### src/scpd_pkg.sv
package scpd_pkg;

	// ------------------------------------------------------------------
	// Register map, word indices (byte address is four times the index)
	// ------------------------------------------------------------------
	localparam logic [5:0] IDX_WR_MONITOR   = 6'h00;
	localparam logic [5:0] IDX_WR_COMMAND   = 6'h01;
	localparam logic [5:0] IDX_VAR11_LOW    = 6'h16;
	localparam logic [5:0] IDX_VAR11_HIGH   = 6'h17;
	localparam logic [5:0] IDX_VAR12_LOW    = 6'h18;
	localparam logic [5:0] IDX_VAR12_HIGH   = 6'h19;
	localparam logic [5:0] IDX_RD_BASE      = 6'h20;
	localparam logic [5:0] IDX_CTRL         = 6'h30;
	localparam logic [5:0] IDX_STAT         = 6'h31;
	localparam int         WR_WORDS         = 26;
	localparam int         RD_WORDS         = 11;
	localparam logic [3:0] MAX_VARS         = 4'hC;

	// ------------------------------------------------------------------
	// Control word fields and reset values
	// ------------------------------------------------------------------
	localparam int          CTRL_START_BIT  = 0;
	localparam int          CTRL_NVAR_LSB   = 8;
	localparam int          CTRL_GROUP_LSB  = 16;
	localparam logic [3:0]  NVAR_RST        = 4'hC;
	localparam logic [2:0]  GROUP_RST       = 3'h1;
	localparam logic [15:0] WORD_RST        = 16'h0000;
	localparam logic [2:0]  GRP_ALARM       = 3'h3;
	localparam logic [2:0]  GRP_PID         = 3'h4;
	localparam logic [2:0]  GRP_HEATER      = 3'h5;
	localparam logic [3:0]  LAST_BASIC      = 4'h3;
	localparam logic [3:0]  LAST_ALARM      = 4'h5;
	localparam logic [3:0]  LAST_PID        = 4'h8;
	localparam logic [3:0]  LAST_HEATER     = 4'hA;

	// ------------------------------------------------------------------
	// Component answer codes
	// ------------------------------------------------------------------
	localparam logic [7:0]  END_OK     = 8'h00;
	localparam logic [15:0] CMD_NO_SV  = 16'h0600;
	localparam logic [15:0] RC_OK      = 16'h0000, RC_UNSUP = 16'h0401,
		RC_LONG = 16'h1001, RC_SHORT = 16'h1002, RC_AREA = 16'h1101,
		RC_START = 16'h1103, RC_END = 16'h1104, RC_COUNT = 16'h1003,
		RC_RSPLONG = 16'h110B, RC_PARAM = 16'h1100, RC_RDONLY = 16'h3003,
		RC_OPER = 16'h2203;
	localparam logic [15:0] EC_ADDR = 16'hFF04, EC_NOEXEC = 16'hFF0D,
		EC_PARITY = 16'hFF10, EC_FRAME = 16'hFF11, EC_OVERRUN = 16'hFF12,
		EC_CHECK = 16'hFF13, EC_FORMAT = 16'hFF14, EC_NUMERIC = 16'hFF15,
		EC_SUBADDR = 16'hFF16, EC_LENGTH = 16'hFF18, EC_NVMEM = 16'hFF21,
		EC_RSPCHECK = 16'hFF97;

	localparam logic [1:0] AXI_OKAY   = 2'b00;
	localparam logic [1:0] AXI_SLVERR = 2'b10;

	// ------------------------------------------------------------------
	// Types
	// ------------------------------------------------------------------
	typedef enum logic [1:0] {
		ST_IDLE  = 2'b00,
		ST_WVAR  = 2'b01,
		ST_WCMD  = 2'b11,
		ST_RITEM = 2'b10
	} scpd_state_t;

	typedef enum logic [1:0] {
		OP_WR_VAR  = 2'b00,
		OP_EXEC    = 2'b01,
		OP_RD_ITEM = 2'b10
	} scpd_op_t;

	localparam logic DEV_WRITE = 1'b0;
	localparam logic DEV_READ  = 1'b1;

	typedef struct packed {
		scpd_op_t    op;
		logic        dev;
		logic [4:0]  idx;
		logic [31:0] data;
	} scpd_req_t;

	typedef struct packed {
		logic [7:0]  end_code;
		logic [15:0] code;
		logic [15:0] data;
		logic        timeout;
	} scpd_rsp_t;

endpackage

### src/scpd_data_areas.sv
// Our own choice: the AXI4-Lite register port.
`timescale 1ns/100ps
// What this block does
// End code 00: monitor gets component response code; 0000 is normal.
// Codes 0401 unsupported, 1001 too long, 1002 too short are kept.
// Codes 1101 area, 1103 start address, 1104 end address are kept.
// Codes 1003, 110B, 1100, 3003, 2203 are kept as reported.
// End code not 00: monitor holds error code; FF high byte is send error.
// Send errors FF04, FF0D, FF14, FF15, FF16, FF18 are kept.
// Line errors FF10 to FF13 and FF97 are kept.
// Non-volatile write failure FF21 is kept during writes.
// No answer at all records the timeout code in the monitor.
// Software puts command in bits 15:8, related info in bits 7:0.
// Command word 0600 means no set_value is written in that scan.
// Software selects RAM-write and backup modes in one scan only.
// Variable n: low half at word 2n, high half at word 2n+1.
// A failed write stops; earlier variables stay, later ones are skipped.
// A failed write sequence never executes the operation command.
// The write area is 26 words: monitor, command, twelve pairs.
// The temperature read area always takes 11 words.
// Groups read monitor, temperature, status, target; more per group.
// Groups 5 to 7 read heater current into +9 and its status +10.
// Each read word is a raw 16-bit two's complement value.
// A failed item reads 0000, monitor gets the code, earlier items stay.
// Both areas use the same monitor word structure.
// Software tracks decimal point and BCD format itself.
// The failing item and all later items are cleared to zero.
// One device is finished or abandoned before the next is served.
module scpd_data_areas #(
	// Value is arbitrary; no timeout code is defined for the component.
	parameter logic [15:0] TIMEOUT_CODE = 16'hFFFF
) (
	// Clock and reset
	input  wire logic                 clk,
	input  wire logic                 rst_n,
	// AXI4-Lite slave
	input  wire logic [7:0]           s_axi_awaddr,
	input  wire logic                 s_axi_awvalid,
	output logic                      s_axi_awready,
	input  wire logic [31:0]          s_axi_wdata,
	input  wire logic [3:0]           s_axi_wstrb,
	input  wire logic                 s_axi_wvalid,
	output logic                      s_axi_wready,
	output logic [1:0]                s_axi_bresp,
	output logic                      s_axi_bvalid,
	input  wire logic                 s_axi_bready,
	input  wire logic [7:0]           s_axi_araddr,
	input  wire logic                 s_axi_arvalid,
	output logic                      s_axi_arready,
	output logic [31:0]               s_axi_rdata,
	output logic [1:0]                s_axi_rresp,
	output logic                      s_axi_rvalid,
	input  wire logic                 s_axi_rready,
	// Serial engine side
	output logic                      link_req_valid,
	output scpd_pkg::scpd_req_t       link_req,
	input  wire logic                 link_req_ready,
	input  wire logic                 link_rsp_valid,
	input  wire scpd_pkg::scpd_rsp_t  link_rsp,
	// Status
	output logic                      scan_busy
);

	// ------------------------------------------------------------------
	// Storage
	// ------------------------------------------------------------------
	logic [15:0]           wr_q [1:scpd_pkg::WR_WORDS-1];
	logic [15:0]           rd_q [1:scpd_pkg::RD_WORDS-1];
	logic [15:0]           wr_mon_q;
	logic [15:0]           rd_mon_q;
	logic [3:0]            nvar_q;
	logic [2:0]            group_q;
	logic                  start_q;
	scpd_pkg::scpd_state_t state_q;
	logic [3:0]            var_q;
	logic [3:0]            item_q;
	logic [15:0]           cmd_q;
	logic                  wait_q;
	logic                  req_valid_q;
	scpd_pkg::scpd_req_t   req_q;
	scpd_pkg::scpd_req_t   req_d;
	logic                  busy_q;
	logic                  unknown_q;

	logic                  aw_full_q;
	logic                  w_full_q;
	logic [5:0]            aw_idx_q;
	logic [31:0]           wdata_q;
	logic [3:0]            wstrb_q;
	logic                  awready_q;
	logic                  wready_q;
	logic                  bvalid_q;
	logic [1:0]            bresp_q;
	logic                  arready_q;
	logic                  rvalid_q;
	logic [31:0]           rdata_q;
	logic [1:0]            rresp_q;
	logic [31:0]           rd_word;

	logic                  do_write;
	logic                  rsp_take;
	logic                  rsp_err;
	logic [15:0]           mon_val;
	logic [3:0]            nvar_eff;
	logic [3:0]            last_item;
	logic                  issue;
	logic [4:0]            lo_idx;
	logic [4:0]            hi_idx;
	logic [5:0]            ar_idx;

	function automatic logic idx_mapped(input logic [5:0] i);
		return (i < 6'(scpd_pkg::WR_WORDS)) ||
			(i >= scpd_pkg::IDX_RD_BASE &&
			 i < scpd_pkg::IDX_RD_BASE + 6'(scpd_pkg::RD_WORDS)) ||
			i == scpd_pkg::IDX_CTRL || i == scpd_pkg::IDX_STAT;
	endfunction

	function automatic logic code_known(input logic [15:0] c);
		case (c)
			scpd_pkg::RC_OK, scpd_pkg::RC_UNSUP, scpd_pkg::RC_LONG,
			scpd_pkg::RC_SHORT, scpd_pkg::RC_AREA, scpd_pkg::RC_START,
			scpd_pkg::RC_END, scpd_pkg::RC_COUNT, scpd_pkg::RC_RSPLONG,
			scpd_pkg::RC_PARAM, scpd_pkg::RC_RDONLY, scpd_pkg::RC_OPER,
			scpd_pkg::EC_ADDR, scpd_pkg::EC_NOEXEC, scpd_pkg::EC_PARITY,
			scpd_pkg::EC_FRAME, scpd_pkg::EC_OVERRUN, scpd_pkg::EC_CHECK,
			scpd_pkg::EC_FORMAT, scpd_pkg::EC_NUMERIC, scpd_pkg::EC_SUBADDR,
			scpd_pkg::EC_LENGTH, scpd_pkg::EC_NVMEM, scpd_pkg::EC_RSPCHECK:
				return 1'b1;
			default:
				return 1'b0;
		endcase
	endfunction

	function automatic logic [3:0] group_last(input logic [2:0] g);
		if (g >= scpd_pkg::GRP_HEATER)
			return scpd_pkg::LAST_HEATER;
		else if (g == scpd_pkg::GRP_PID)
			return scpd_pkg::LAST_PID;
		else if (g == scpd_pkg::GRP_ALARM)
			return scpd_pkg::LAST_ALARM;
		return scpd_pkg::LAST_BASIC;
	endfunction

	// ------------------------------------------------------------------
	// AXI4-Lite write path
	// ------------------------------------------------------------------
	assign do_write = aw_full_q & w_full_q & ~bvalid_q;

	always_ff @(posedge clk) begin
		if (!rst_n) begin
			aw_full_q <= 1'b0;
			awready_q <= 1'b0;
			aw_idx_q  <= 6'h00;
		end else if (s_axi_awvalid && awready_q) begin
			aw_full_q <= 1'b1;
			awready_q <= 1'b0;
			aw_idx_q  <= s_axi_awaddr[7:2];
		end else if (do_write) begin
			aw_full_q <= 1'b0;
		end else if (!aw_full_q && !bvalid_q) begin
			awready_q <= 1'b1;
		end
	end

	always_ff @(posedge clk) begin
		if (!rst_n) begin
			w_full_q <= 1'b0;
			wready_q <= 1'b0;
			wdata_q  <= 32'h0000_0000;
			wstrb_q  <= 4'h0;
		end else if (s_axi_wvalid && wready_q) begin
			w_full_q <= 1'b1;
			wready_q <= 1'b0;
			wdata_q  <= s_axi_wdata;
			wstrb_q  <= s_axi_wstrb;
		end else if (do_write) begin
			w_full_q <= 1'b0;
		end else if (!w_full_q && !bvalid_q) begin
			wready_q <= 1'b1;
		end
	end

	always_ff @(posedge clk) begin
		if (!rst_n) begin
			bvalid_q <= 1'b0;
			bresp_q  <= scpd_pkg::AXI_OKAY;
		end else if (do_write) begin
			bvalid_q <= 1'b1;
			bresp_q  <= idx_mapped(aw_idx_q) ? scpd_pkg::AXI_OKAY :
				scpd_pkg::AXI_SLVERR;
		end else if (s_axi_bready) begin
			bvalid_q <= 1'b0;
		end
	end

	// Write area words 1..25; word 0 is the monitor and stays read-only.
	// The monitors live elsewhere; software writes to them are dropped.
	for (genvar gi = 1; gi < scpd_pkg::WR_WORDS; gi++) begin : g_wr
		always_ff @(posedge clk) begin
			if (!rst_n) begin
				wr_q[gi] <= scpd_pkg::WORD_RST;
			end else if (do_write && aw_idx_q == 6'(gi)) begin
				if (wstrb_q[0])
					wr_q[gi][7:0] <= wdata_q[7:0];
				if (wstrb_q[1])
					wr_q[gi][15:8] <= wdata_q[15:8];
			end
		end
	end

	always_ff @(posedge clk) begin
		if (!rst_n) begin
			nvar_q  <= scpd_pkg::NVAR_RST;
			group_q <= scpd_pkg::GROUP_RST;
			start_q <= 1'b0;
		end else begin
			start_q <= 1'b0;
			if (do_write && aw_idx_q == scpd_pkg::IDX_CTRL) begin
				if (wstrb_q[0])
					start_q <= wdata_q[scpd_pkg::CTRL_START_BIT] &&
						state_q == scpd_pkg::ST_IDLE;
				if (wstrb_q[1])
					nvar_q <= wdata_q[scpd_pkg::CTRL_NVAR_LSB +: 4];
				if (wstrb_q[2])
					group_q <= wdata_q[scpd_pkg::CTRL_GROUP_LSB +: 3];
			end
		end
	end

	// ------------------------------------------------------------------
	// AXI4-Lite read path
	// ------------------------------------------------------------------
	assign ar_idx = s_axi_araddr[7:2];

	always_comb begin
		rd_word = 32'h0000_0000;
		if (ar_idx == scpd_pkg::IDX_WR_MONITOR)
			rd_word[15:0] = wr_mon_q;
		else if (ar_idx < 6'(scpd_pkg::WR_WORDS))
			rd_word[15:0] = wr_q[ar_idx[4:0]];
		else if (ar_idx == scpd_pkg::IDX_RD_BASE)
			rd_word[15:0] = rd_mon_q;
		else if (ar_idx > scpd_pkg::IDX_RD_BASE &&
			ar_idx < scpd_pkg::IDX_RD_BASE + 6'(scpd_pkg::RD_WORDS))
			rd_word[15:0] = rd_q[4'(ar_idx - scpd_pkg::IDX_RD_BASE)];
		else if (ar_idx == scpd_pkg::IDX_CTRL)
			rd_word = {13'h0000, group_q, 4'h0, nvar_q, 8'h00};
		else if (ar_idx == scpd_pkg::IDX_STAT)
			rd_word = {28'h000_0000, unknown_q, state_q, busy_q};
	end

	always_ff @(posedge clk) begin
		if (!rst_n) begin
			arready_q <= 1'b0;
			rvalid_q  <= 1'b0;
			rdata_q   <= 32'h0000_0000;
			rresp_q   <= scpd_pkg::AXI_OKAY;
		end else if (s_axi_arvalid && arready_q) begin
			arready_q <= 1'b0;
			rvalid_q  <= 1'b1;
			rdata_q   <= rd_word;
			rresp_q   <= idx_mapped(ar_idx) ? scpd_pkg::AXI_OKAY :
				scpd_pkg::AXI_SLVERR;
		end else if (rvalid_q && s_axi_rready) begin
			rvalid_q <= 1'b0;
		end else if (!rvalid_q) begin
			arready_q <= 1'b1;
		end
	end

	// ------------------------------------------------------------------
	// Scan sequencer
	// ------------------------------------------------------------------
	assign rsp_take = wait_q & link_rsp_valid;
	assign rsp_err = link_rsp.timeout |
		(link_rsp.end_code != scpd_pkg::END_OK) |
		(link_rsp.code != scpd_pkg::RC_OK);
	// Same monitor encoding serves the write and the read area.
	assign mon_val = link_rsp.timeout ? TIMEOUT_CODE : link_rsp.code;
	assign nvar_eff = (nvar_q > scpd_pkg::MAX_VARS) ? scpd_pkg::MAX_VARS :
		nvar_q;
	assign last_item = group_last(group_q);
	assign issue = state_q != scpd_pkg::ST_IDLE && !req_valid_q && !wait_q;
	assign lo_idx = {var_q, 1'b0};
	assign hi_idx = {var_q, 1'b1};

	always_comb begin
		req_d = '0;
		unique case (state_q)
			scpd_pkg::ST_IDLE: begin
				req_d = '0;
			end
			scpd_pkg::ST_WVAR: begin
				req_d.op   = scpd_pkg::OP_WR_VAR;
				req_d.dev  = scpd_pkg::DEV_WRITE;
				req_d.idx  = {1'b0, var_q};
				req_d.data = {wr_q[hi_idx], wr_q[lo_idx]};
			end
			scpd_pkg::ST_WCMD: begin
				req_d.op   = scpd_pkg::OP_EXEC;
				req_d.dev  = scpd_pkg::DEV_WRITE;
				req_d.data = {16'h0000, cmd_q};
			end
			scpd_pkg::ST_RITEM: begin
				req_d.op  = scpd_pkg::OP_RD_ITEM;
				req_d.dev = scpd_pkg::DEV_READ;
				req_d.idx = {1'b0, item_q};
			end
		endcase
	end

	// One request at a time: nothing new is issued until the answer is in.
	always_ff @(posedge clk) begin
		if (!rst_n) begin
			req_valid_q <= 1'b0;
			req_q       <= '0;
			wait_q      <= 1'b0;
		end else begin
			if (rsp_take)
				wait_q <= 1'b0;
			else if (req_valid_q && link_req_ready)
				wait_q <= 1'b1;
			if (req_valid_q && link_req_ready) begin
				req_valid_q <= 1'b0;
			end else if (issue) begin
				req_valid_q <= 1'b1;
				req_q       <= req_d;
			end
		end
	end

	always_ff @(posedge clk) begin
		if (!rst_n) begin
			state_q  <= scpd_pkg::ST_IDLE;
			var_q    <= 4'h1;
			item_q   <= 4'h1;
			cmd_q    <= scpd_pkg::WORD_RST;
			busy_q   <= 1'b0;
			wr_mon_q <= scpd_pkg::WORD_RST;
			rd_mon_q <= scpd_pkg::WORD_RST;
		end else begin
			unique case (state_q)
				scpd_pkg::ST_IDLE: begin
					if (start_q) begin
						cmd_q  <= wr_q[1];
						var_q  <= 4'h1;
						item_q <= 4'h1;
						busy_q <= 1'b1;
						if (wr_q[1] == scpd_pkg::CMD_NO_SV || nvar_eff == 4'h0)
							state_q <= scpd_pkg::ST_WCMD;
						else
							state_q <= scpd_pkg::ST_WVAR;
					end
				end
				scpd_pkg::ST_WVAR: begin
					if (rsp_take && rsp_err) begin
						wr_mon_q <= mon_val;
						state_q  <= scpd_pkg::ST_RITEM;
					end else if (rsp_take && var_q == nvar_eff) begin
						state_q <= scpd_pkg::ST_WCMD;
					end else if (rsp_take) begin
						var_q <= var_q + 4'h1;
					end
				end
				scpd_pkg::ST_WCMD: begin
					if (rsp_take) begin
						wr_mon_q <= mon_val;
						state_q  <= scpd_pkg::ST_RITEM;
					end
				end
				scpd_pkg::ST_RITEM: begin
					if (rsp_take && (rsp_err || item_q >= last_item)) begin
						rd_mon_q <= mon_val;
						busy_q   <= 1'b0;
						state_q  <= scpd_pkg::ST_IDLE;
					end else if (rsp_take) begin
						item_q <= item_q + 4'h1;
					end
				end
			endcase
		end
	end

	// Read area words +1..+10. Stale words outside the chosen group stay until an item fails.
	for (genvar gi = 1; gi < scpd_pkg::RD_WORDS; gi++) begin : g_rd
		always_ff @(posedge clk) begin
			if (!rst_n) begin
				rd_q[gi] <= scpd_pkg::WORD_RST;
			end else if (rsp_take && state_q == scpd_pkg::ST_RITEM) begin
				if (!rsp_err && item_q == 4'(gi))
					rd_q[gi] <= link_rsp.data;
				else if (rsp_err && 4'(gi) >= item_q)
					rd_q[gi] <= scpd_pkg::WORD_RST;
			end
		end
	end

	// Flags an answer outside the known code table for software triage.
	always_ff @(posedge clk) begin
		if (!rst_n)
			unknown_q <= 1'b0;
		else if (rsp_take)
			unknown_q <= !link_rsp.timeout && !code_known(link_rsp.code);
	end

	assign s_axi_awready  = awready_q;
	assign s_axi_wready   = wready_q;
	assign s_axi_bvalid   = bvalid_q;
	assign s_axi_bresp    = bresp_q;
	assign s_axi_arready  = arready_q;
	assign s_axi_rvalid   = rvalid_q;
	assign s_axi_rdata    = rdata_q;
	assign s_axi_rresp    = rresp_q;
	assign link_req_valid = req_valid_q;
	assign link_req       = req_q;
	assign scan_busy      = busy_q;
endmodule

### config.mk
export PLATFORM = sky130hd
export DESIGN_NAME = scpd_data_areas
export DESIGN_NICKNAME = d
export VERILOG_FILES = /design/src/scpd_pkg.sv /design/src/scpd_data_areas.sv
export SDC_FILE = /design/constraint.sdc
export NUM_CORES = 1
export LEC_CHECK = 0
export CAP_MARGIN = 40
export CORE_UTILIZATION = 58
export CTS_CLUSTER_DIAMETER = 80
export DETAILED_ROUTE_END_ITERATION = 8
export DONT_BUFFER_PORTS = 1
export HOLD_SLACK_MARGIN = 0.15
export PLACE_DENSITY = 0.76
export SLEW_MARGIN = 10
export SYNTH_ARGS = -nofsm -noshare
export SYNTH_HDL_FRONTEND = slang
export SYNTH_SLANG_ARGS = --single-unit
export TNS_END_PERCENT = 30
### constraint.sdc
create_clock -name clk -period 3.6 [get_ports clk]
set_input_delay 0.9 -clock clk [delete_from_list [all_inputs] [get_ports clk]]
set_output_delay 0.9 -clock clk [all_outputs]
set_load 0.01 [all_outputs]
---- After elaboration in Yosys (flattened, before gate mapping) ----
Memory sizes are Yosys's and may differ from the RTL's. A register that Yosys moved wholly into a read port is not among the register bits.
Index checks and enable logic that the tools add are counted.
operators by class
  bitwise gates (word level) .............. 81
  eq/ne operators ......................... 80
  add/sub/neg operators ................... 3
  reduce and logical (&&, ||, !) cells .... 115
  multiplexer cells ....................... 372
  order comparisons ....................... 20
operators with widths
  kind                                                                                count
  16-bit two-way mux                                                                  31
  8-bit two-way mux                                                                   50
  1-bit two-way mux                                                                   258
  16-bit == test, second input constant                                               12
  16-bit by 13-bit == test with 1-bit output, second input constant                   8
  1-bit OR                                                                            72
  1-bit logical AND                                                                   64
  32-bit one-hot mux with 2 select lines                                              1
  6-bit by 5-bit == test with 1-bit output, second input constant                     10
  6-bit by 4-bit == test with 1-bit output, second input constant                     8
  4-bit two-way mux                                                                   12
  16-bit by 11-bit == test with 1-bit output, second input constant                   2
  16-bit by 14-bit == test with 1-bit output, second input constant                   2
  32-bit two-way mux                                                                  1
  16-bit one-hot mux with 2 select lines                                              1
  6-bit == test, second input constant                                                5
  6-bit by 3-bit == test with 1-bit output, second input constant                     4
  4-bit one-hot mux with 2 select lines                                               3
  24-bit OR reduction                                                                 1
  5-bit two-way mux                                                                   4
  2-bit != test, second input constant                                                9
  4-bit by 3-bit == test with 1-bit output, second input constant                     4
  3-bit by 4-bit greater-or-equal comparator with 1-bit output, first input constant  4
  16-bit logical NOT                                                                  1
  other kinds (42)                                                                    104
word-level totals
  memories kept ........................... 2
  bits in writable memories ............... 560
  word-level logic and storage cells ...... 703
  bits in registers ....................... 181
memory list
  name  words  width  rd ports  clocked after memory_dff  write ports  line                   text
  wr_q  25     16     4         2                         25           scpd_data_areas.sv:67  logic [15:0] wr_q [1:scpd_pkg::WR_WORDS-1];
  rd_q  10     16     1         0                         10           scpd_data_areas.sv:68  logic [15:0] rd_q [1:scpd_pkg::RD_WORDS-1];

---- Longest topological paths before layout ----
  word-level depth ........................ 11
  depth in mapped cells ................... 11
  depth with buffers taken out ............ 9

---- Worst setup path after synthesis ----
OpenSTA, ideal clock, no wires.
  path type ............................... input port to flip-flop
  from .................................... in link_rsp[18] (netlist bit)
  to ...................................... mem rd_q[1][0], enable pin
  data required time ...................... 3.164 ns
  data arrival time ....................... 3.346 ns
  path buffers ............................ 1
  slack ................................... -0.181 ns
  cell stages on the path ................. 6
  setup time .............................. 0.436 ns
  cell sequence ........................... buf_2 nor2_1 and4_2 nand3_1 nor2_1 o41ai_1
RTL lines
  item         line                   text
  from (decl)  scpd_data_areas.sv:59  input wire scpd_pkg::scpd_rsp_t link_rsp,
  to (decl)    scpd_data_areas.sv:68

==> flow_metrics.tcl <==
set metrics [dict create \
    yosys_warnings 0 \
    run_status "complete, no violations" \
    netlist_area_sq_um 36600 \
    slew_headroom_pct 37.6 \
    min_from "rst_n" \
    post-route-util_pct 64.5 \
    fmax_ghz 0.340 \
    hold_viol 0 \
    synth_top_area_share_pct 45.9 \
    mostFrequentLayoutCell "edfxtp_1" \
    max-vdd-ir-drop_mv 0.341 \
    async_flop_share_pct 0 \
    initial_core_util_pct 59.0 \
    rsz0062_at_grt "false" \
    avgSynthCellArea_sq_um 12.6 \
    fin_crit_ns 2.94 \
    crit_required_ns 4.08 \
    antenna_found_initial 1 \
    whs_ns 0.376 \
    vias 25600 \
    synth_edf_count 560 \
    gp_congestion 0.970 \
    hp-class "input pin to flop" \
    io_pins 185 \
    grt_use_total_pct 33.8 \
    setup_ws_ns 0.660 \
    end_kind "flop" \
    via_per_inst 6.78 \
    cp.arrival_ns 3.42 \
    final.setup.tns_ns 0 \
    total_power_mw 18.2 \
    cpMaxStageDelayCell "a221oi_1" \
    final_cell_mix "edfxtp_1 (560), and2_1 (452), mux4_2 (228)" \
    die_w_microns 253 \
    cts_resized 0 \
    drv_cap 0 \
    finalClockSkew_ns 0.0226 \
    ys.flop_type "edfxtp_1" \
    ys_seq_elements 728 \
    yosysSeqAreaShare_pct 55.1 \
    netlist_instances 2897 \
    r2r_cells 5 \
    tightest_slew_ns 0.932 \
    clk_latency_ns 0.63 \
    cts_sinks 728 \
    htree_levels 3 \
    ctsRootBufferMaster "clkbuf_16" \
    worstSetupPathType "flop to flop" \
    clk_path_buf_depth 3 \
    clk_pin_slew_ns 0.06 \
    post_cts_buffers 0 \
    grt-ovfl-total 0 \
    dr.pass1.iters 6 \
    nNetsFinal 2984 \
    grt_max_degree 189 \
    path_depth 5 \
    setup_viol 0 \
    layout-drive-gt1-share_pct 17.4 \
    syn2layout_area_growth_pct 9.34 \
    netlist_top_cells_area "edfxtp_1 (46%), mux4_2 (14%), dfxtp_1 (9.2%), and2_1 (7.7%), mux2i_1 (2.2%)" \
    synth.distinct_cells 86 \
    drc_errors 0 \
    start_kind "flop" \
    critPathCapture "link_req[5]" \
    post-place-ws_ns 0.420 \
    totalWireLength_mm 107 \
    grt_pass1_vias 24900 \
    drv_slew 0 \
    fp.dieArea_sq_um 64100 \
    cp_top_family "multiplexers" \
    wl_per_cell_microns 28.5 \
    leakagePower_nw 14.3 \
    first_iter_violations 3771 \
    numCtsBuffers 76 \
    hpwlAfterDp_mm 75.2 \
    core_sq_um 62100 \
    cts_hold_buf 0 \
    io_buffers 0 \
    synth_largest_area_cell "edfxtp_1" \
    cts_tree "built" \
    path_cells "buf_12, mux4_2, mux4_2, a221oi_1, nor2_1" \
    grt_pass1_wl_mm 159 \
    p_per_area_nw_per_um2 454 \
    cpPeakStageDelay_ns 0.74 \
    die-height_microns 253 \
    ant_nets 0 \
    r2r_setup_slack_ns 0.66 \
    finalCritPeriodShare_pct 81.7 \
    timing.rr.end "link_req[5]" \
    placementRows 91 \
    path_common_cell "mux4_2" \
    path_buf_inv 1 \
    worst-path-max-fanout 16 \
]
state kept, by name (all words and copies together) (netlist names), 2 cells and up, named ones only:
signal,cells
state_q,2
wdata_q,19
cmd_q,16
rd_mon_q,16
s_axi_rdata,19
var_q,4
link_req,38
wr_q,400
nvar_q,4
rd_q,160
group_q,3
item_q,4
wstrb_q,3
wr_mon_q,16
aw_idx_q,6
layout make-up:
type                            count  area, sq um
Clock inverter                     21          150
Fill cell                        4526        22000
Clock buffer                      120         2240
Inverter                           24         91.3
Antenna cell                        1         2.50
Multi-Input combinational cell   1915        15300
Tap cell                          837         1050
Timing Repair Buffer              125         1030
Sequential cell                   728        20200
cell usage after synthesis, drive strengths merged, types with 8 or more instances:
master,n
nor4,13
nor2b,11
and2,453
mux4,228
a31oi,8
nand2b,10
nand4,14
a22oi,13
nor3,20
a211oi,54
mux2,14
nand3,49
o211ai,9
and3,97
a211o,12
edfxtp,560
dfxtp,168
ha,12
a21oi,127
buf,99
a22o,20
a221oi,30
inv,24
o21ai,125
clkbuf,146
nor2,214
mux2i,79
nand2,197
layer usage:
| layer | GRT usage, % | share of wire, % | vias to the layer above |
|---|---|---|---|
| met3 | 9.62 | 12 | 268 |
| met4 | 14.5 | 4.3 | 2 |
| li1 | - | - | 10800 |
| met1 | 42.9 | 36 | 12800 |
| met2 | 54.3 | 48 | 1710 |
| met5 | 0 | 0.0093 | - |
power breakdown:
group | switching (mW) | internal, mW | leakage, nW
Sequential | 0.224 | 9.29 | 7.00
Combinational | 0.571 | 0.453 | 6.17
Clock | 3.27 | 4.37 | 1.17
metrics by stage:
stage | instances | instance area, sq um
3_3_place_gp | 3625 | 37600
3_5_place_dp | 3627 | 37600
4_1_cts | 3768 | 40000
2_1_floorplan | 2912 | 36700
6_report | 3771 | 40000
5_1_grt | 3770 | 40000
how the worst min path moves through the flow:
stage,end,slack [ns],cells past startpoint
2_1_floorplan,cmd_q[0],0.44,2
3_3_place_gp,cmd_q[15],0.44,2
3_5_place_dp,cmd_q[0],0.45,2
4_1_cts,group_q[0],0.35,1
5_1_grt,nvar_q[3],0.37,1
6_report,nvar_q[3],0.38,1
kinds of logic after synthesis:
family / share of synthesized area (%)
XOR/XNOR: 0.0718
flip-flops: 55.1
buffers and inverters: 3.41
adder cells (fa/ha/maj): 0.410
AO/OA/AOI/OAI: 7.90
other: 0.0102
multiplexers: 16.6
AND/OR/NAND/NOR: 16.5
Note: power is estimated with default switching activity, not from simulation.
